<file path="src/pkg/tmw_pkg.sv">
// Package for the 8-bit timer waveform block: modes, register offsets, reset values.
// Assumes a single core clock and a plain address/strobe register port.
package tmw_pkg;
    localparam logic [7:0] CNT_MAX = 8'hff;
    localparam logic [7:0] CNT_BOTTOM = 8'h00;
    // Register offsets (byte index on the plain port)
    localparam logic [2:0] REG_CTRL = 3'h0;
    localparam logic [2:0] REG_COUNT = 3'h1;
    localparam logic [2:0] REG_CMPA = 3'h2;
    localparam logic [2:0] REG_CMPB = 3'h3;
    localparam logic [2:0] REG_FLAGS = 3'h4;
    // Control field positions
    localparam int CTRL_WGM_LSB = 0;
    localparam int CTRL_OMB_LSB = 4;
    localparam int CTRL_OMA_LSB = 6;
    // Flag positions
    localparam int FLAG_OVF = 0;
    localparam int FLAG_CMPA = 1;
    localparam int FLAG_CMPB = 2;
    localparam logic [7:0] RST_BYTE = 8'h00;
    localparam logic [2:0] WGM_NORMAL = 3'h0;
    localparam logic [2:0] WGM_PC_FF = 3'h1;
    localparam logic [2:0] WGM_CTC = 3'h2;
    localparam logic [2:0] WGM_FAST_FF = 3'h3;
    localparam logic [2:0] WGM_PC_OCR = 3'h5;
    localparam logic [2:0] WGM_FAST_OCR = 3'h7;
    localparam logic [1:0] OM_OFF = 2'h0;
    localparam logic [1:0] OM_TOGGLE = 2'h1;
    localparam logic [1:0] OM_CLEAR = 2'h2;
    localparam logic [1:0] OM_SET = 2'h3;

    typedef enum {SEQ_NORMAL, SEQ_CTC, SEQ_FAST, SEQ_PHASE} tmw_seq_t;

    typedef struct packed {
        logic [2:0] addr;
        logic [7:0] wdata;
        logic wr;
        logic rd;
    } tmw_bus_req_t;

    typedef struct packed {
        logic outA;
        logic outB;
        logic enA;
        logic enB;
    } tmw_wave_t;
endpackage

</file>
<file path="src/core/tmw_timer8.sv">
// 8-bit timer/counter waveform generator with two compare channels.
// Assumes timerTick comes from an external prescaler; register port is synchronous.
//
// Our own choices: the address map and the strobed register port.
`timescale 1ns/1ps
module tmw_timer8 (
    // Clock and reset
    input wire logic core_clk,
    input wire logic rst,
    // Timer tick from prescaler
    input wire logic timerTick,
    // Register port
    input wire tmw_pkg::tmw_bus_req_t busReq,
    output logic [7:0] rdData,
    // Waveform outputs
    output tmw_pkg::tmw_wave_t wave,
    // Flags, also readable
    output logic overflowFlag,
    output logic compareAFlag,
    output logic compareBFlag
);
    logic [7:0] ctrl_ff;
    logic [7:0] count_ff;
    logic [7:0] cmpABuf_ff;
    logic [7:0] cmpBBuf_ff;
    logic [7:0] cmpA_ff;
    logic [7:0] cmpB_ff;
    logic down_ff;
    logic block_ff;
    logic matchA_ff;
    logic matchB_ff;
    logic ovf_ff;
    logic flagA_ff;
    logic flagB_ff;
    logic outA_ff;
    logic outB_ff;
    logic [7:0] rdData_ff;
    logic [7:0] nxt_count;
    logic nxt_down;
    logic [2:0] wgm;
    logic [1:0] omA;
    logic [1:0] omB;
    tmw_pkg::tmw_seq_t seq;
    logic isPwm;
    logic [7:0] topVal;
    logic atTop;
    logic atBottom;
    logic matchA;
    logic matchB;
    logic wrCount;
    logic wrCmpA;
    logic wrCmpB;
    logic wrFlags;
    logic ovfSet;
    logic nxt_outA;
    logic nxt_outB;

    assign wgm = ctrl_ff[tmw_pkg::CTRL_WGM_LSB +: 3];
    assign omA = ctrl_ff[tmw_pkg::CTRL_OMA_LSB +: 2];
    assign omB = ctrl_ff[tmw_pkg::CTRL_OMB_LSB +: 2];
    assign wrCount = busReq.wr && busReq.addr == tmw_pkg::REG_COUNT;
    assign wrCmpA = busReq.wr && busReq.addr == tmw_pkg::REG_CMPA;
    assign wrCmpB = busReq.wr && busReq.addr == tmw_pkg::REG_CMPB;
    assign wrFlags = busReq.wr && busReq.addr == tmw_pkg::REG_FLAGS;

    // Counting sequence decoded from waveform mode only
    always_comb begin
        case (wgm)
            tmw_pkg::WGM_CTC: seq = tmw_pkg::SEQ_CTC;
            tmw_pkg::WGM_FAST_FF, tmw_pkg::WGM_FAST_OCR: seq = tmw_pkg::SEQ_FAST;
            tmw_pkg::WGM_PC_FF, tmw_pkg::WGM_PC_OCR: seq = tmw_pkg::SEQ_PHASE;
            // Reserved codes fall through to plain counting
            default: seq = tmw_pkg::SEQ_NORMAL;
        endcase
    end

    assign isPwm = seq == tmw_pkg::SEQ_FAST || seq == tmw_pkg::SEQ_PHASE;
    // PWM modes with bit 2 set take compare A as top
    assign topVal = (isPwm && wgm[2]) ? cmpA_ff : tmw_pkg::CNT_MAX;
    assign atTop = count_ff == topVal;
    assign atBottom = count_ff == tmw_pkg::CNT_BOTTOM;
    // Write to counter masks the compare for one timer tick
    assign matchA = count_ff == cmpA_ff && !block_ff;
    assign matchB = count_ff == cmpB_ff && !block_ff;

    // Next count and direction
    always_comb begin
        nxt_count = count_ff;
        nxt_down = down_ff;
        case (seq)
            tmw_pkg::SEQ_CTC: begin
                // Missed match simply wraps through 0xFF
                // A blocked match must not clear the count either
                nxt_count = matchA ? tmw_pkg::CNT_BOTTOM : count_ff + 8'h01;
                nxt_down = 1'b0;
            end
            tmw_pkg::SEQ_FAST: begin
                nxt_count = atTop ? tmw_pkg::CNT_BOTTOM : count_ff + 8'h01;
                nxt_down = 1'b0;
            end
            tmw_pkg::SEQ_PHASE: begin
                // Top held one tick, then descend
                if (atTop) begin
                    nxt_down = 1'b1;
                    nxt_count = count_ff - 8'h01;
                end else if (atBottom) begin
                    nxt_down = 1'b0;
                    nxt_count = count_ff + 8'h01;
                end else if (down_ff) begin
                    nxt_count = count_ff - 8'h01;
                end else begin
                    nxt_count = count_ff + 8'h01;
                end
                if (topVal == tmw_pkg::CNT_BOTTOM) begin
                    nxt_count = tmw_pkg::CNT_BOTTOM;
                end
            end
            default: begin
                nxt_count = count_ff + 8'h01;
                nxt_down = 1'b0;
            end
        endcase
    end

    // Counter: software write overrides counting
    always_ff @(posedge core_clk) begin
        if (rst) begin
            count_ff <= tmw_pkg::RST_BYTE;
            down_ff <= 1'b0;
        end else if (wrCount) begin
            count_ff <= busReq.wdata;
        end else if (timerTick) begin
            count_ff <= nxt_count;
            down_ff <= nxt_down;
        end
    end

    // Block stays until the next timer tick is consumed
    always_ff @(posedge core_clk) begin
        if (rst) begin
            block_ff <= 1'b0;
        end else if (wrCount) begin
            block_ff <= 1'b1;
        end else if (timerTick) begin
            block_ff <= 1'b0;
        end
    end

    // Compare buffers and active values
    always_ff @(posedge core_clk) begin
        if (rst) begin
            cmpABuf_ff <= tmw_pkg::RST_BYTE;
            cmpBBuf_ff <= tmw_pkg::RST_BYTE;
        end else begin
            if (wrCmpA) begin
                cmpABuf_ff <= busReq.wdata;
            end
            if (wrCmpB) begin
                cmpBBuf_ff <= busReq.wdata;
            end
        end
    end

    // Fast PWM loads at top, phase-correct at top as well for symmetry
    always_ff @(posedge core_clk) begin
        if (rst) begin
            cmpA_ff <= tmw_pkg::RST_BYTE;
            cmpB_ff <= tmw_pkg::RST_BYTE;
        end else if (!isPwm) begin
            // Direct writes here; PWM writes wait in the buffer
            if (wrCmpA) begin
                cmpA_ff <= busReq.wdata;
            end
            if (wrCmpB) begin
                cmpB_ff <= busReq.wdata;
            end
        end else if (timerTick && atTop) begin
            cmpA_ff <= cmpABuf_ff;
            cmpB_ff <= cmpBBuf_ff;
        end
    end

    // Overflow event per sequence
    always_comb begin
        case (seq)
            tmw_pkg::SEQ_FAST: ovfSet = atTop;
            tmw_pkg::SEQ_PHASE: ovfSet = atBottom;
            // Counter about to become zero from max
            default: ovfSet = count_ff == tmw_pkg::CNT_MAX;
        endcase
    end

    // Match registered, flag set on the following tick
    always_ff @(posedge core_clk) begin
        if (rst) begin
            matchA_ff <= 1'b0;
            matchB_ff <= 1'b0;
        end else if (timerTick) begin
            matchA_ff <= matchA;
            matchB_ff <= matchB;
        end else if (wrCount) begin
            // A pending match is dropped so no flag follows the write
            matchA_ff <= 1'b0;
            matchB_ff <= 1'b0;
        end
    end

    // Flags: write one clears, hardware set wins
    always_ff @(posedge core_clk) begin
        if (rst) begin
            ovf_ff <= 1'b0;
            flagA_ff <= 1'b0;
            flagB_ff <= 1'b0;
        end else begin
            // Counter write overrides counting, so that tick brings no overflow
            ovf_ff <= (timerTick && ovfSet && !wrCount) ||
                      (ovf_ff && !(wrFlags && busReq.wdata[tmw_pkg::FLAG_OVF]));
            flagA_ff <= (timerTick && matchA_ff) ||
                        (flagA_ff && !(wrFlags && busReq.wdata[tmw_pkg::FLAG_CMPA]));
            flagB_ff <= (timerTick && matchB_ff) ||
                        (flagB_ff && !(wrFlags && busReq.wdata[tmw_pkg::FLAG_CMPB]));
        end
    end

    // Output A next level
    always_comb begin
        nxt_outA = outA_ff;
        if (seq == tmw_pkg::SEQ_FAST) begin
            if (omA == tmw_pkg::OM_TOGGLE) begin
                if (wgm[2] && matchA) begin
                    nxt_outA = !outA_ff;
                end
            end else if (omA[1]) begin
                // Match at top ignored so compare at top gives constant level
                if (atTop) begin
                    nxt_outA = !omA[0];
                end else if (matchA) begin
                    nxt_outA = omA[0];
                end
            end
        end else if (seq == tmw_pkg::SEQ_PHASE) begin
            if (omA == tmw_pkg::OM_TOGGLE) begin
                if (wgm[2] && matchA) begin
                    nxt_outA = !outA_ff;
                end
            end else if (omA[1]) begin
                // At top force the up-match level, or the down-match level if compare equals top; covers leaving top and late start
                if (atTop) begin
                    nxt_outA = (cmpA_ff == topVal) ? !omA[0] : omA[0];
                end else if (matchA && down_ff && !atBottom) begin
                    nxt_outA = !omA[0];
                end else if (matchA) begin
                    // Match at bottom acts as up-count, so compare zero stays at the up-match level
                    nxt_outA = omA[0];
                end
            end
        end else if (matchA) begin
            case (omA)
                tmw_pkg::OM_TOGGLE: nxt_outA = !outA_ff;
                tmw_pkg::OM_CLEAR: nxt_outA = 1'b0;
                tmw_pkg::OM_SET: nxt_outA = 1'b1;
                default: nxt_outA = outA_ff;
            endcase
        end
    end

    // Output B next level; toggle not offered in PWM
    always_comb begin
        nxt_outB = outB_ff;
        if (seq == tmw_pkg::SEQ_FAST) begin
            if (omB[1]) begin
                if (atTop) begin
                    nxt_outB = !omB[0];
                end else if (matchB) begin
                    nxt_outB = omB[0];
                end
            end
        end else if (seq == tmw_pkg::SEQ_PHASE) begin
            if (omB[1]) begin
                if (atTop) begin
                    nxt_outB = (cmpB_ff >= topVal) ? !omB[0] : omB[0];
                end else if (matchB && down_ff && !atBottom) begin
                    nxt_outB = !omB[0];
                end else if (matchB) begin
                    nxt_outB = omB[0];
                end
            end
        end else if (matchB) begin
            case (omB)
                tmw_pkg::OM_TOGGLE: nxt_outB = !outB_ff;
                tmw_pkg::OM_CLEAR: nxt_outB = 1'b0;
                tmw_pkg::OM_SET: nxt_outB = 1'b1;
                default: nxt_outB = outB_ff;
            endcase
        end
    end

    // Output registers keep state across mode changes
    always_ff @(posedge core_clk) begin
        if (rst) begin
            outA_ff <= 1'b0;
            outB_ff <= 1'b0;
        end else if (timerTick) begin
            outA_ff <= nxt_outA;
            outB_ff <= nxt_outB;
        end
    end

    // Control register
    // Reserved bit 3 and waveform mode bit 2 are kept but read back as zero
    always_ff @(posedge core_clk) begin
        if (rst) begin
            ctrl_ff <= tmw_pkg::RST_BYTE;
        end else if (busReq.wr && busReq.addr == tmw_pkg::REG_CTRL) begin
            ctrl_ff <= busReq.wdata;
        end
    end

    // Read data one cycle after strobe; buffered compare seen in PWM
    always_ff @(posedge core_clk) begin
        if (rst) begin
            rdData_ff <= 8'h00;
        end else if (busReq.rd) begin
            case (busReq.addr)
                tmw_pkg::REG_CTRL: rdData_ff <= ctrl_ff & 8'hf3;
                tmw_pkg::REG_COUNT: rdData_ff <= count_ff;
                tmw_pkg::REG_CMPA: rdData_ff <= isPwm ? cmpABuf_ff : cmpA_ff;
                tmw_pkg::REG_CMPB: rdData_ff <= isPwm ? cmpBBuf_ff : cmpB_ff;
                tmw_pkg::REG_FLAGS: rdData_ff <= {5'h00, flagB_ff, flagA_ff, ovf_ff};
                default: rdData_ff <= 8'h00;
            endcase
        end else begin
            // Idle cycles read zero so stale data never lingers
            rdData_ff <= 8'h00;
        end
    end

    assign rdData = rdData_ff;
    assign wave.outA = outA_ff;
    assign wave.outB = outB_ff;
    // Pin override only where the output mode offers an action
    assign wave.enA = omA != tmw_pkg::OM_OFF && !(isPwm && omA == tmw_pkg::OM_TOGGLE && !wgm[2]);
    assign wave.enB = omB != tmw_pkg::OM_OFF && !(isPwm && omB == tmw_pkg::OM_TOGGLE);
    // Sticky levels; software clears them by writing one
    assign overflowFlag = ovf_ff;
    assign compareAFlag = flagA_ff;
    assign compareBFlag = flagB_ff;
endmodule

</file>
<file path="config.mk">
export PLATFORM = sky130hd
export DESIGN_NAME = tmw_timer8
export DESIGN_NICKNAME = d
export VERILOG_FILES = /design/src/pkg/tmw_pkg.sv /design/src/core/tmw_timer8.sv
export SDC_FILE = /design/constraint.sdc
export NUM_CORES = 1
export LEC_CHECK = 0
export BUFFER_PORTS_ARGS = -buffer_cell sky130_fd_sc_hd__buf_2
export CAP_MARGIN = 10
export CORE_ASPECT_RATIO = 1.75
export CORE_MARGIN = 10
export CORE_UTILIZATION = 40
export CTS_BUF_LIST = sky130_fd_sc_hd__clkbuf_4
export DETAILED_ROUTE_END_ITERATION = 12
export HOLD_SLACK_MARGIN = 0.05
export SYNTH_ARGS = -nofsm -noshare
export SYNTH_HDL_FRONTEND = slang
export SYNTH_SLANG_ARGS = --single-unit
</file>
<file path="constraint.sdc">
create_clock -name core_clk -period 2.4 [get_ports core_clk]
set_input_delay 0.24 -clock core_clk [delete_from_list [all_inputs] [get_ports core_clk]]
set_output_delay 0.24 -clock core_clk [all_outputs]
set_load 0.01 [all_outputs]
</file>
==> flow_summary.toml <==
[status]
status = "complete, no violations"

[logic_synthesis]
synthArstFlopShare = 0
yosys.area.top_type = "dfxtp_1"
yosys-top-cells-area = "dfxtp_1, a21oi_1, nand2_1"
ys_seq_area_frac = 0.295
synth_edf_count = 0
syn_area_sq_um = 4350
synthCells = 573
yosys_register_bits = 64
synth_top_flop_cell = "dfxtp_1"
synth_top_area_frac = 0.295
synth.distinct_cells = 65
syn_nets = 600
yosysWarnings = 0
post_synth.cell_area_avg_sq_um = 7.59

[place]
port_buffers = 30
placed_area_sq_um = 4790
hpwl_mm = 11.9
routabilityCongestion = 0.991

[route]
dr.pass1.iters = 5
first_iter_violations = 377
wl_per_cell_um = 21.6
via_per_inst = 6.08
route.detailed.drc = 0
routed_wl_mm = 16.4
antenna_left = 0
vias = 4612

[worst_setup_path]
critPathCaptureType = "flip-flop"
worstPathArrival_ns = 2.77
critPathCapture = "cmpB_ff[4]"
reg2reg_slack_ns = 0.003
crit_start = "count_ff[6]"
cp-start-kind = "flip-flop"
crit_type = "reg2reg"
r2r_start = "count_ff[6]"
path_max_fanout = 8
required_ns = 2.77
worstReg2RegEnd = "cmpB_ff[4]"
reg2reg_depth = 9

[pwr]
finalPower_mw = 2.53
powerDensity_nw_per_um2 = 482
leakagePower_nw = 1.98
ir_worst_vdd_uv = 469

[timing]
setup_violations = 0
drv_slew = 0
finalSetupTns_ns = 0
post-route-period-util = 0.999
worstMarginPinSlew_ns = 0.497
period_minus_slack_ns = 2.40
fmax_mhz = 417
hold_viol = 0
slew_headroom = 0.659
clock_skew_ns = 0.0213
grt_setup_unrepaired = "yes"

[layout]
fin_nets = 650
drive_gt1_frac = 0.245
final_area_sq_um = 5240
area_growth_pct = 20.6
final_util = 0.490

[clock_tree]
clk_path_buf_depth = 2
clk_pin_slew_ns = 0.13
cts_tree = "built"
htreeDepth = 3
root_buffer = "clkbuf_4"
cts_hold_buf = 0
cts_sinks = 64
worst_skew_pair.late_latency_ns = 0.46
numCtsBuffers = 9

[job]
max-cap-violations = 0

[hold_path]
hold_path_class = "in2reg"
worstHoldStart = "busReq[5]"

[floorplan]
fp.coreArea_sq_um = 10700
die_w_um = 98.8
rows = 50
die_area_sq_um = 15600
die_h_um = 158
start_util = 0.406
ios = 31

[grt]
antenna_found_initial = 1
grt_start_max_net_pins = 43
overflow = 0
grt_pass1_vias = 4348
gr-usage-all-layers = 0.201
grt_pass1_wl_mm = 24.5
-- worst min path at each step --
stage	endpoint	slack, ns	depth (start not counted)
6_report	cmpABuf_ff[3]	0.09	3
5_1_grt	cmpABuf_ff[3]	0.10	3
4_1_cts	cmpABuf_ff[3]	0.07	3
3_5_place_dp	down_ff	0.46	2
3_3_place_gp	down_ff	0.44	2
2_1_floorplan	cmpABuf_ff[1]	0.38	2
-- area by class of cell --
cell class,instances,area [sq um]
multi-input cells,448,2930
fillers,1060,5460
inverters,12,45.0
repair buffers,88,643
flip-flops and latches,64,1290
well taps,130,163
clock inverters,7,95.1
clock buffers,9,67.6
diodes,1,2.50
-- flip-flops by register name, summed over array words and instances, names as in the netlist --
| name | cells |
|---|---|
| count_ff | 8 |
| cmpA_ff | 8 |
| matchA_ff | 1 |
| ctrl_ff | 7 |
| overflowFlag | 1 |
| rdData | 8 |
| outB_ff | 1 |
| compareAFlag | 1 |
| cmpBBuf_ff | 8 |
| outA_ff | 1 |
| down_ff | 1 |
| cmpB_ff | 8 |
| compareBFlag | 1 |
| cmpABuf_ff | 8 |
| matchB_ff | 1 |
| block_ff | 1 |
-- Yosys cell counts (all sizes together) (3+ instances only) --
cell type	instances
a31oi	16
buf	19
or2	3
o211ai	4
nand4b	3
nand2b	3
a311oi	3
ha	11
mux2	10
nand2	74
nand4bb	3
o22ai	5
xor2	10
a22oi	6
mux2i	14
o32ai	3
nand4	5
a221oi	5
and2	3
and3	4
dfxtp	64
xnor2	13
a211oi	19
nand3b	4
nand3	15
nor2b	11
inv	10
nor3	13
nor2	67
clkbuf	31
a21oi	65
o21ai	23
o31ai	5
nor4	3
-- through the flow --
stage	std cells	hold WS (ns)	setup slack, ns
after floorplan	573	0.376	0.0595
after global placement	731	0.443	-0.0148
after detailed placement	731	0.460	-0.0233
after CTS	747	0.0652	0.00125
after global routing	759	0.101	-0.110
final	759	0.0885	0.00322
-- worst max-delay path, stage by stage (launching register included) --
cell and delay [ns]:
dfxtp_4 0.38, or2_4 0.24, buf_6 0.13, o32ai_4 0.32, o22ai_4 0.15, or3_4 0.49, o22ai_4 0.18, buf_12 0.16
nor2_2 0.04, a211oi_2 0.19
-- power by group --
group	switching (mW)	internal, mW
Combinational	0.304	0.199
Clock	0.461	0.423
Sequential	0.0443	1.09
Total	0.809	1.72
-- logic make-up (layout without fill, tap and decap cells) --
group	Yosys count	in the layout	synth area share
buffers and inverters	62	116	0.0682
multiplexers	24	24	0.0581
flip-flops	64	64	0.295
AND/OR/NAND/NOR	219	220	0.239
other	0	1	0
adder cells (fa/ha/maj)	11	11	0.0317
AO/OA/AOI/OAI	170	170	0.262
XOR/XNOR	23	23	0.0463
-- metal layers --
metal | vias up | wire [um] | part of all wire | global-route usage
li1 | 2172 | - | - | -
met1 | 2172 | 5850 | 0.36 | 0.203
met2 | 201 | 8700 | 0.53 | 0.370
met3 | 67 | 789 | 0.048 | 0.0306
met4 | 0 | 1050 | 0.064 | 0.132
met5 | - | 0 | 0 | 0
-- cells in the final DEF (no fill, tap or decap), types with 4 or more instances in the layout --
master,Yosys,final
nand2_1,73,73
nor2_1,67,66
a21oi_1,65,64
dfxtp_1,64,57
buf_4,3,51
buf_2,10,30
o21ai_0,23,21
nand3_1,15,15
mux2i_1,14,14
a211oi_1,17,14
a31oi_1,15,13
nor3_1,13,13
xnor2_1,13,12
nor2b_1,11,11
inv_1,10,10
xor2_1,10,10
mux2_2,10,10
ha_1,11,10
clkbuf_4,0,9
a22oi_1,6,6
nand4_1,5,5
a211oi_2,2,5
a221oi_1,5,5
dfxtp_2,0,5
and3_1,4,4
nand3b_1,4,4
o211ai_1,4,4
buf_6,5,4
-- timing repair --
action / in CTS / in global routing
setup endpoints to repair: 6 / 26
pin swaps: 0 / 13
setup buffers: 0 / 9
cloned: 0 / 2
gates resized for setup: 3 / 39
Note: power is estimated with default switching activity, not from simulation.
